### src/irq_ctrl_pkg.sv
// constants, register map and types for the vectored interrupt controller
// assumes: one 200 MHz clock, AXI4-Lite register access, 32 interrupt lines
package irq_ctrl_pkg;

  // ----------------------------------------------------------------
  // line and vector numbering
  // ----------------------------------------------------------------
  localparam int LINE_COUNT = 32;
  localparam logic [5:0] VECTOR_OFFSET = 6'h10;
  localparam logic [5:0] VECTOR_LAST = 6'h2f;
  localparam logic [4:0] LINE_OSC_TRIM = 5'h15;
  localparam logic [4:0] LINE_TIMER_ZERO = 5'h16;
  localparam logic [4:0] LINE_TIMER_ONE = 5'h17;
  localparam logic [4:0] LINE_COMPARATOR = 5'h1a;
  localparam logic [4:0] LINE_PD_WAKE = 5'h1c;
  localparam logic [4:0] LINE_CONV_ZERO = 5'h1d;
  localparam logic [4:0] LINE_CONV_ONE = 5'h1e;
  localparam logic [4:0] LINE_CONV_WINDOW = 5'h1f;
  localparam int GENERIC_LINES = 18;
  localparam logic [31:0] RESERVED_MASK = 32'h0b1c0000;
  localparam logic [31:0] LINE_MASK = ~RESERVED_MASK;

  // ----------------------------------------------------------------
  // vector table
  // ----------------------------------------------------------------
  localparam logic [31:0] TABLE_BASE = 32'h00000000;
  localparam logic [31:0] SP_WORD_OFFSET = 32'h00000000;

  // ----------------------------------------------------------------
  // register map, byte offsets inside the block
  // ----------------------------------------------------------------
  localparam int ADDR_W = 12;
  localparam logic [11:0] OFS_ENABLE_SET = 12'h000;
  localparam logic [11:0] OFS_ENABLE_CLEAR = 12'h080;
  localparam logic [11:0] OFS_PENDING_SET = 12'h200;
  localparam logic [11:0] OFS_PENDING_CLEAR = 12'h280;
  localparam logic [11:0] OFS_ACTIVE = 12'h300;
  localparam logic [31:0] RESET_ENABLE = 32'h00000000;
  localparam logic [31:0] RESET_PENDING = 32'h00000000;
  localparam logic [31:0] RESET_ACTIVE = 32'h00000000;
  localparam logic [1:0] RESP_OKAY = 2'h0;
  localparam logic [1:0] RESP_SLVERR = 2'h2;

  typedef enum logic [5:0] {
    SEL_ENABLE_SET = 6'h01,
    SEL_ENABLE_CLEAR = 6'h02,
    SEL_PENDING_SET = 6'h04,
    SEL_PENDING_CLEAR = 6'h08,
    SEL_ACTIVE = 6'h10,
    SEL_NONE = 6'h20
  } reg_sel_type;

  typedef enum logic [2:0] {
    ST_IDLE = 3'h1,
    ST_OFFER = 3'h2,
    ST_ACTIVE = 3'h4
  } core_state_type;

endpackage

### src/irq_pick_if.sv
// carrier between the controller and its line picker
// assumes: the picker is purely combinational
`timescale 1ns/1ps
interface irq_pick_if #(parameter int N = 32);
  logic [N-1:0] eligible;
  logic found;
  logic [4:0] line;
  modport ctrl (output eligible, input found, line);
  modport pick (input eligible, output found, line);
endinterface

### src/irq_pick.sv
// lowest-numbered eligible line picker
// assumes: eligible lines already gated by enable and pending
`timescale 1ns/1ps
module irq_pick #(
  parameter int N = 32
) (
  // picker carrier
  irq_pick_if.pick pif
);
  import irq_ctrl_pkg::*;

  if (N < 1 || N > 32) begin : gen_n_check
    $error("irq_pick: N must be 1 to 32");
  end

  // ----------------------------------------------------------------
  // priority search
  // ----------------------------------------------------------------
  always_comb begin
    pif.found = 1'b0;
    pif.line = 5'h00;
    for (int i = N - 1; i >= 0; i--) begin
      if (pif.eligible[i]) begin
        pif.found = 1'b1;
        pif.line = 5'(i);
      end
    end
  end

endmodule

### src/irq_ctrl_top.sv
// vectored interrupt controller: enables, pending, active, core offer
// assumes: AXI4-Lite master on SYS_CLK, core acknowledges offers by pulses
//
// The implementer's own choice: the AXI4-Lite register port.
`timescale 1ns/1ps
module irq_ctrl_top #(
  parameter int N = irq_ctrl_pkg::LINE_COUNT
) (
  // clock and reset
  input wire logic SYS_CLK,
  input wire logic RST,
  // axi4-lite write address and data
  input wire logic [irq_ctrl_pkg::ADDR_W-1:0] AWADDR,
  input wire logic AWVALID,
  output logic AWREADY,
  input wire logic [31:0] WDATA,
  input wire logic [3:0] WSTRB,
  input wire logic WVALID,
  output logic WREADY,
  // axi4-lite write response
  output logic [1:0] BRESP,
  output logic BVALID,
  input wire logic BREADY,
  // axi4-lite read
  input wire logic [irq_ctrl_pkg::ADDR_W-1:0] ARADDR,
  input wire logic ARVALID,
  output logic ARREADY,
  output logic [31:0] RDATA,
  output logic [1:0] RRESP,
  output logic RVALID,
  input wire logic RREADY,
  // peripheral interrupt sources
  input wire logic [irq_ctrl_pkg::GENERIC_LINES-1:0] GENERIC_IRQ,
  input wire logic OSC_TRIM_IRQ,
  input wire logic TIMER_ZERO_IRQ,
  input wire logic TIMER_ONE_IRQ,
  input wire logic COMPARATOR_IRQ,
  input wire logic POWERDOWN_WAKE_IRQ,
  input wire logic CONVERTER_ZERO_IRQ,
  input wire logic CONVERTER_ONE_IRQ,
  input wire logic CONVERTER_WINDOW_IRQ,
  // processor core
  output logic IRQ_OFFER,
  output logic [5:0] IRQ_VECTOR,
  output logic [31:0] HANDLER_ADDR,
  input wire logic IRQ_ACCEPT,
  input wire logic EXC_RETURN
);
  import irq_ctrl_pkg::*;
  if (N != LINE_COUNT) begin : gen_n_check
    $error("irq_ctrl_top: only 32 lines are supported");
  end
  function automatic reg_sel_type decode(input logic [ADDR_W-1:0] a);
    case (a)
      OFS_ENABLE_SET: decode = SEL_ENABLE_SET;
      OFS_ENABLE_CLEAR: decode = SEL_ENABLE_CLEAR;
      OFS_PENDING_SET: decode = SEL_PENDING_SET;
      OFS_PENDING_CLEAR: decode = SEL_PENDING_CLEAR;
      OFS_ACTIVE: decode = SEL_ACTIVE;
      default: decode = SEL_NONE;
    endcase
  endfunction

  // ----------------------------------------------------------------
  // line gathering and edge detect
  // ----------------------------------------------------------------
  logic [31:0] lines_in;
  logic [31:0] lines_prev_r;
  logic [31:0] hw_set;
  always_comb begin
    lines_in = 32'h00000000;
    lines_in[GENERIC_LINES-1:0] = GENERIC_IRQ;
    lines_in[LINE_OSC_TRIM] = OSC_TRIM_IRQ;
    lines_in[LINE_TIMER_ZERO] = TIMER_ZERO_IRQ;
    lines_in[LINE_TIMER_ONE] = TIMER_ONE_IRQ;
    lines_in[LINE_COMPARATOR] = COMPARATOR_IRQ;
    lines_in[LINE_PD_WAKE] = POWERDOWN_WAKE_IRQ;
    lines_in[LINE_CONV_ZERO] = CONVERTER_ZERO_IRQ;
    lines_in[LINE_CONV_ONE] = CONVERTER_ONE_IRQ;
    lines_in[LINE_CONV_WINDOW] = CONVERTER_WINDOW_IRQ;
  end
  always_ff @(posedge SYS_CLK) begin
    if (RST) begin
      lines_prev_r <= 32'h00000000;
    end else begin
      lines_prev_r <= lines_in;
    end
  end
  assign hw_set = lines_in & ~lines_prev_r & LINE_MASK;

  // ----------------------------------------------------------------
  // axi4-lite write channel
  // ----------------------------------------------------------------
  logic aw_full_r, w_full_r, wr_do;
  logic aw_full_nxt, w_full_nxt, bvalid_nxt;
  logic [ADDR_W-1:0] waddr_r;
  logic [31:0] wdata_r;
  logic [3:0] wstrb_r;
  logic [31:0] wbits;
  reg_sel_type wsel;
  assign wr_do = aw_full_r & w_full_r & ~BVALID;
  assign aw_full_nxt = (aw_full_r & ~wr_do) | (AWVALID & AWREADY);
  assign w_full_nxt = (w_full_r & ~wr_do) | (WVALID & WREADY);
  assign bvalid_nxt = wr_do | (BVALID & ~BREADY);
  assign wsel = decode(waddr_r);
  always_comb begin
    wbits = 32'h00000000;
    for (int b = 0; b < 4; b++) begin
      wbits[b*8 +: 8] = wstrb_r[b] ? wdata_r[b*8 +: 8] : 8'h00;
    end
  end
  always_ff @(posedge SYS_CLK) begin
    if (RST) begin
      aw_full_r <= 1'b0;
      w_full_r <= 1'b0;
      AWREADY <= 1'b0;
      WREADY <= 1'b0;
      BVALID <= 1'b0;
      BRESP <= RESP_OKAY;
      waddr_r <= '0;
      wdata_r <= 32'h00000000;
      wstrb_r <= 4'h0;
    end else begin
      aw_full_r <= aw_full_nxt;
      w_full_r <= w_full_nxt;
      AWREADY <= ~aw_full_nxt & ~bvalid_nxt;
      WREADY <= ~w_full_nxt & ~bvalid_nxt;
      BVALID <= bvalid_nxt;
      if (AWVALID && AWREADY) begin
        waddr_r <= AWADDR;
      end
      if (WVALID && WREADY) begin
        wdata_r <= WDATA;
        wstrb_r <= WSTRB;
      end
      if (wr_do) begin
        BRESP <= (wsel == SEL_NONE) ? RESP_SLVERR : RESP_OKAY;
      end
    end
  end

  // ----------------------------------------------------------------
  // enable, pending and active state
  // ----------------------------------------------------------------
  logic [31:0] enable_r, pending_r, active_r;
  logic [31:0] pending_nxt, accept_bit, sw_pend_set, sw_pend_clr;
  core_state_type state_r;
  logic [4:0] offer_line_r;
  logic accept_ok;
  assign sw_pend_set = (wr_do && wsel == SEL_PENDING_SET) ? (wbits & LINE_MASK) : 32'h00000000;
  assign sw_pend_clr = (wr_do && wsel == SEL_PENDING_CLEAR) ? wbits : 32'h00000000;
  // accept only if the line is still enabled and pending
  assign accept_ok = (state_r == ST_OFFER) & IRQ_ACCEPT & enable_r[offer_line_r]
    & pending_r[offer_line_r];
  assign accept_bit = accept_ok ? (32'h00000001 << offer_line_r) : 32'h00000000;
  assign pending_nxt = ((pending_r & ~(sw_pend_clr | accept_bit)) | hw_set | sw_pend_set)
    & LINE_MASK;
  always_ff @(posedge SYS_CLK) begin
    if (RST) begin
      enable_r <= RESET_ENABLE;
    end else if (wr_do && wsel == SEL_ENABLE_SET) begin
      enable_r <= (enable_r | wbits) & LINE_MASK;
    end else if (wr_do && wsel == SEL_ENABLE_CLEAR) begin
      enable_r <= enable_r & ~wbits;
    end
  end
  always_ff @(posedge SYS_CLK) begin
    if (RST) begin
      pending_r <= RESET_PENDING;
    end else begin
      pending_r <= pending_nxt;
    end
  end
  // active kept until return or reset
  always_ff @(posedge SYS_CLK) begin
    if (RST) begin
      active_r <= RESET_ACTIVE;
    end else if (state_r == ST_ACTIVE && EXC_RETURN) begin
      active_r <= 32'h00000000;
    end else begin
      active_r <= active_r | accept_bit;
    end
  end

  // ----------------------------------------------------------------
  // line picker and core offer
  // ----------------------------------------------------------------
  irq_pick_if #(.N(N)) pif ();
  assign pif.eligible = pending_r & enable_r;
  irq_pick #(.N(N)) irq_pick_i (
    .pif(pif)
  );
  chk_pick_found: assert property (@(posedge SYS_CLK) disable iff (RST)
    (|pif.eligible) == pif.found) else $error("picker found flag wrong");
  always_ff @(posedge SYS_CLK) begin
    if (RST) begin
      state_r <= ST_IDLE;
      offer_line_r <= 5'h00;
    end else begin
      case (state_r)
        ST_IDLE: begin
          if (pif.found) begin
            state_r <= ST_OFFER;
            offer_line_r <= pif.line;
          end
        end
        ST_OFFER: begin
          if (accept_ok) begin
            state_r <= ST_ACTIVE;
          end else if (!(enable_r[offer_line_r] && pending_r[offer_line_r])) begin
            state_r <= ST_IDLE;
          end
        end
        ST_ACTIVE: begin
          if (EXC_RETURN) begin
            state_r <= ST_IDLE;
          end
        end
        default: begin
          state_r <= ST_IDLE;
        end
      endcase
    end
  end

  // handler address ready with the offer
  // reset points at stack pointer word
  always_ff @(posedge SYS_CLK) begin
    if (RST) begin
      IRQ_OFFER <= 1'b0;
      IRQ_VECTOR <= 6'h00;
      HANDLER_ADDR <= TABLE_BASE + SP_WORD_OFFSET;
    end else begin
      IRQ_OFFER <= (state_r == ST_IDLE) ? pif.found
        : (state_r == ST_OFFER) && !accept_ok && enable_r[offer_line_r]
          && pending_r[offer_line_r];
      if (state_r == ST_IDLE && pif.found) begin
        IRQ_VECTOR <= {1'b0, pif.line} + VECTOR_OFFSET;
        HANDLER_ADDR <= TABLE_BASE + {24'h000000, ({1'b0, pif.line} + VECTOR_OFFSET), 2'b00};
      end
    end
  end

  // ----------------------------------------------------------------
  // axi4-lite read channel
  // ----------------------------------------------------------------
  reg_sel_type rsel;
  logic rvalid_nxt;
  assign rsel = decode(ARADDR);
  assign rvalid_nxt = (ARVALID & ARREADY) | (RVALID & ~RREADY);
  always_ff @(posedge SYS_CLK) begin
    if (RST) begin
      ARREADY <= 1'b0;
      RVALID <= 1'b0;
      RDATA <= 32'h00000000;
      RRESP <= RESP_OKAY;
    end else begin
      ARREADY <= ~rvalid_nxt;
      RVALID <= rvalid_nxt;
      if (ARVALID && ARREADY) begin
        RRESP <= (rsel == SEL_NONE) ? RESP_SLVERR : RESP_OKAY;
        case (rsel)
          SEL_ENABLE_SET, SEL_ENABLE_CLEAR: RDATA <= enable_r;
          SEL_PENDING_SET, SEL_PENDING_CLEAR: RDATA <= pending_r;
          SEL_ACTIVE: RDATA <= active_r;
          default: RDATA <= 32'h00000000;
        endcase
      end
    end
  end

  // ----------------------------------------------------------------
  // checks
  // ----------------------------------------------------------------
  chk_vector_range: assert property (@(posedge SYS_CLK) disable iff (RST)
    IRQ_OFFER |-> (IRQ_VECTOR >= VECTOR_OFFSET && IRQ_VECTOR <= VECTOR_LAST))
    else $error("offered vector outside range");
  chk_reserved_idle: assert property (@(posedge SYS_CLK) disable iff (RST)
    (pending_r & RESERVED_MASK) == 32'h00000000)
    else $error("reserved line pending");
  chk_handler_addr: assert property (@(posedge SYS_CLK) disable iff (RST)
    IRQ_OFFER |-> HANDLER_ADDR == {24'h000000, IRQ_VECTOR, 2'b00})
    else $error("handler address not vector times four");
  chk_enable_set: assert property (@(posedge SYS_CLK) disable iff (RST)
    (wr_do && wsel == SEL_ENABLE_SET) |=> ((enable_r & $past(wbits) & LINE_MASK)
      == ($past(wbits) & LINE_MASK)))
    else $error("enable set lost");
  chk_disabled_pend: assert property (@(posedge SYS_CLK) disable iff (RST)
    (hw_set[LINE_TIMER_ZERO] && !enable_r[LINE_TIMER_ZERO])
      |=> pending_r[LINE_TIMER_ZERO] && !$rose(active_r[LINE_TIMER_ZERO]))
    else $error("disabled line not pending or activated");
  chk_active_hold: assert property (@(posedge SYS_CLK) disable iff (RST)
    (|active_r && !EXC_RETURN) |=> active_r == $past(active_r))
    else $error("active state lost without return");
  chk_no_disabled_act: assert property (@(posedge SYS_CLK) disable iff (RST)
    $rose(|active_r) |-> $past(enable_r[offer_line_r]))
    else $error("disabled line activated");
  chk_pend_set: assert property (@(posedge SYS_CLK) disable iff (RST)
    (|sw_pend_set) |=> ((pending_r & $past(sw_pend_set)) == $past(sw_pend_set)))
    else $error("software pend set lost");
  chk_accept_clears: assert property (@(posedge SYS_CLK) disable iff (RST)
    (accept_ok && !hw_set[offer_line_r] && !sw_pend_set[offer_line_r])
      |=> !pending_r[$past(offer_line_r)] ##1 !IRQ_OFFER)
    else $error("accept did not clear pending");

endmodule

### config.mk
export PLATFORM = sky130hd
export DESIGN_NAME = irq_ctrl_top
export DESIGN_NICKNAME = d
export VERILOG_FILES = /design/src/irq_ctrl_pkg.sv /design/src/irq_pick_if.sv /design/src/irq_pick.sv /design/src/irq_ctrl_top.sv
export SDC_FILE = /design/constraint.sdc
export NUM_CORES = 1
export LEC_CHECK = 0
export BUFFER_PORTS_ARGS = -buffer_cell sky130_fd_sc_hd__buf_2
export CORE_MARGIN = 1.5
export CORE_UTILIZATION = 55
export CTS_CLUSTER_SIZE = 28
export DETAILED_ROUTE_END_ITERATION = 7
export PLACE_DENSITY = 0.79
export SETUP_SLACK_MARGIN = 0.1
export SYNTH_ARGS = -nofsm -noshare
export SYNTH_HDL_FRONTEND = slang
export SYNTH_SLANG_ARGS = --single-unit
### constraint.sdc
create_clock -name SYS_CLK -period 2.9 [get_ports SYS_CLK]
set_clock_uncertainty 0.1 [all_clocks]
set_input_delay 0.29 -clock SYS_CLK [delete_from_list [all_inputs] [get_ports SYS_CLK]]
set_output_delay 0.29 -clock SYS_CLK [all_outputs]
set_load 0.01 [all_outputs]
==> out/results.tsv <==
stage	metric	value	unit
yosys	mapped cell area	9190	um2
die	die span in y	132	um
clock_tree	CTS tree	built	
drt	DR DRC count	6	
timing	Tightest Pin Transition	1.13	ns
finish	synth-to-layout area growth	24.0	%
clock_tree	CTS sink count	215	
global_route	via count of the first global-routing pass	8307	
global_route	grt ovf	0	
power_and_ir_drop	Reg power frac	48.8	%
clock_tree	clk buf depth	3	
drt	via count	9038	
drt	DRT antenna net count	0	
yosys	Synth cell types	60	
hold_path	min-delay worst type	in -> reg	
flow_run	max cap viols	0	
clock_tree	CTS Root Cell	clkbuf_16	
clock_tree	Num CTS Buffers	22	
power_and_ir_drop	Sw Share	23.1	%
drt	wire per inst	18.0	um
timing	fin crit share	86.7	%
finish	final core occ	69.2	%
yosys	Yosys Warn Count	0	
die	Die X	132	um
drt	Iteration-0 DRC Markers	1551	
critical_path	Worst Path Required	3.18	ns
clock_tree	number of setup buffers added after CTS	0	
power_and_ir_drop	Clock power frac	44.3	%
global_route	largest net degree at the start of global routing	109	
critical_path	Crit Path Category	reg -> reg	
timing	Hold Slack	0.0245	ns
yosys	Post-synth EDFFs	0	
place	Final HPWL DP	18100	um
finish	ant diodes	0	
die	initial core utilization	55.8	%
drt	Pre-antenna DRT Iters	8	
power_and_ir_drop	Final Total Pwr	6.41	mW
power_and_ir_drop	Pwr Density	562	nW/um2
yosys	most common flop cell mapped by yosys	dfxtp_1	
timing	Slew Limit Headroom	24.4	%
drt	DRT Wirelength	27300	um
timing	final slew viol count	0	
yosys	Syn Area/Cell	8.37	um2
global_route	first-pass GRT wire length	43300	um
timing	setup_tns	0	ns
place	IO buf count	146	
place	RePlAce Congestion	0.929	
yosys	ys async rst share	0	%
yosys	Mapped Cells	1098	
die	CORE AREA	16500	um2
timing	Max Fclk	0.398	GHz
die	io pins	175	
outcome	outcome	finished, violations left	
global_route	GRT Util Overall	30.4	%
power_and_ir_drop	P_leak	4.33	nW
critical_path	Worst setup EP type	flop	
timing	final hold viol count	0	
timing	Setup Viol. Count Final	0	
yosys	register bit total from synthesis	215	
critical_path	Setup crit start kind	flop	
finish	share of layout cells above drive strength 1	16.4	%
outcome	failing checks	design-rule violations	
timing	min Tclk post-route	2.51	ns
power_and_ir_drop	Power Internal	4.93	mW
die	row cnt	47	
die	die area	17500	um2
clock_tree	Worst-Skew Late Latency	0.51	ns
critical_path	crit path DAT	2.79	ns
power_and_ir_drop	worst vdd ir	0.000418	V
yosys	register area share after synthesis	46.8	%
timing	unrepaired setup endpoints after global routing	false	
power_and_ir_drop	combinational share of power	6.9	%
critical_path	crit-path max FO	22	
clock_tree	H-tree levels	1	
finish	# nets final	1377	
clock_tree	CTS clk-pin slew, worst paths	0.07	ns
drt	Via density	5.96	
global_route	initial antenna violation count	0	
power_and_ir_drop	switching power	1.48	mW
-- layout by cell type, fill, tap and decap left out, types with 10 or more instances in the layout --
cell type,n
nor2b_1,30
a2bb2oi_1,17
a31oi_1,33
o21ai_0,42
nand2_1,204
clkbuf_16,23
nand3_1,13
o21ai_1,10
nor3_1,55
a22oi_1,18
inv_1,32
dfxtp_1,214
conb_1,28
a222oi_1,26
nor2_1,47
buf_4,19
buf_2,145
o21a_1,37
a21oi_1,87
dlygate4sd3_1,78
-- cells by family (layout without fill, tap and decap cells) --
logic type,Yosys count,count (layout),synth area share [%]
and+or+nand+nor,408,408,20.5
AOI/OAI and AO/OA,329,329,24.0
DFF,215,215,46.8
buffers and inverters,141,313,7.70
muxes,4,4,0.980
other,1,28,0.0408
-- state kept, by name (all words and copies together) (netlist names), 3 cells and up --
| signal | flops |
|---|---|
| wdata_r | 32 |
| enable_r | 32 |
| wstrb_r | 4 |
| active_r | 32 |
| offer_line_r | 5 |
| state_r | 3 |
| waddr_r | 12 |
| pending_r | 26 |
| lines_prev_r | 26 |
| RDATA | 32 |
-- worst max-delay path, cell delays in order, from the launching register on --
cell	delay, ns
dfxtp_2	0.60
mux4_2	0.56
o2bb2ai_1	0.33
nand4_1	0.16
buf_4	0.23
o31ai_1	0.27
a21oi_1	0.14
-- synthesized netlist by cell type, types with 10 or more instances --
cell	instances	area [um2]
a31oi_1	34	213
nor3b_1	10	75.1
o21ai_0	42	210
dfxtp_1	215	4300
a22oi_1	18	135
nor2b_1	30	188
o21a_1	37	278
buf_2	14	70.1
a2bb2oi_1	17	149
clkbuf_1	51	191
nor2_1	47	176
nand2_1	204	766
a21oi_1	88	440
o21ai_1	10	50.1
buf_4	35	263
nand3_1	13	65.1
nor3_1	57	285
inv_1	32	120
a222oi_1	26	260
-- metrics by stage --
| step | setup slack, ns | instances | instance area (um2) |
|---|---|---|---|
| after floorplan | 0.592 | 1125 | 9290 |
| after global placement | 0.305 | 1400 | 9890 |
| after detailed placement | 0.242 | 1400 | 9890 |
| after CTS | 0.192 | 1517 | 11400 |
| after global routing | 0.298 | 1517 | 11400 |
| final | 0.387 | 1517 | 11400 |
-- cell type report --
type	count	area, um2
repair buffers	242	1650
fillers	1313	5070
inverters	32	120
clock buffers	33	663
well taps	220	275
multi-input cells	769	4320
clock inverters	6	63.8
flip-flops and latches	215	4310
-- metal layers --
layer  vias up  GRT usage (%)  routed length [um]
met3        80           5.34                2880
met4         0           10.4                 783
li1       4241              -                   -
met1      4179           42.9               11700
met2       538           47.1               12000
met5         -              0                   0
-- path summary, 6_finish.rpt --
| path | start | end | slack, ns | depth (start not counted) |
|---|---|---|---|---|
| hold reg to reg | aw_full_r$_SDFF_PP0_ | AWREADY$_SDFF_PP0_ | 0.34 | 1 |
| setup reg to reg | offer_line_r[1]$_SDFFE_PP0P_ | pending_r[8]$_SDFF_PP0_ | 0.39 | 6 |
| hold / removal | BREADY | BVALID$_SDFF_PP0_ | 0.02 | 4 |
| setup / recovery | offer_line_r[1]$_SDFFE_PP0P_ | pending_r[8]$_SDFF_PP0_ | 0.39 | 6 |
-- power groups by stage --
stage / registers (mW) / logic (mW) / clock network, mW
after CTS: 3.12 / 0.430 / 2.87
after floorplan: 3.16 / 0.257 / 0
after detailed placement: 3.19 / 0.349 / 0
after global placement: 3.19 / 0.342 / 0
final: 3.13 / 0.440 / 2.84
after global routing: 3.14 / 0.485 / 2.98
-- repair_timing --
| item | in CTS | in global routing |
|---|---|---|
| resized for setup | 0 | 1 |
| hold buffers | 78 | 0 |
| endpoints found under the setup margin | 0 | 10 |
| hold endpoints to repair | 87 | 0 |
Power figures use the tool's default switching activity.
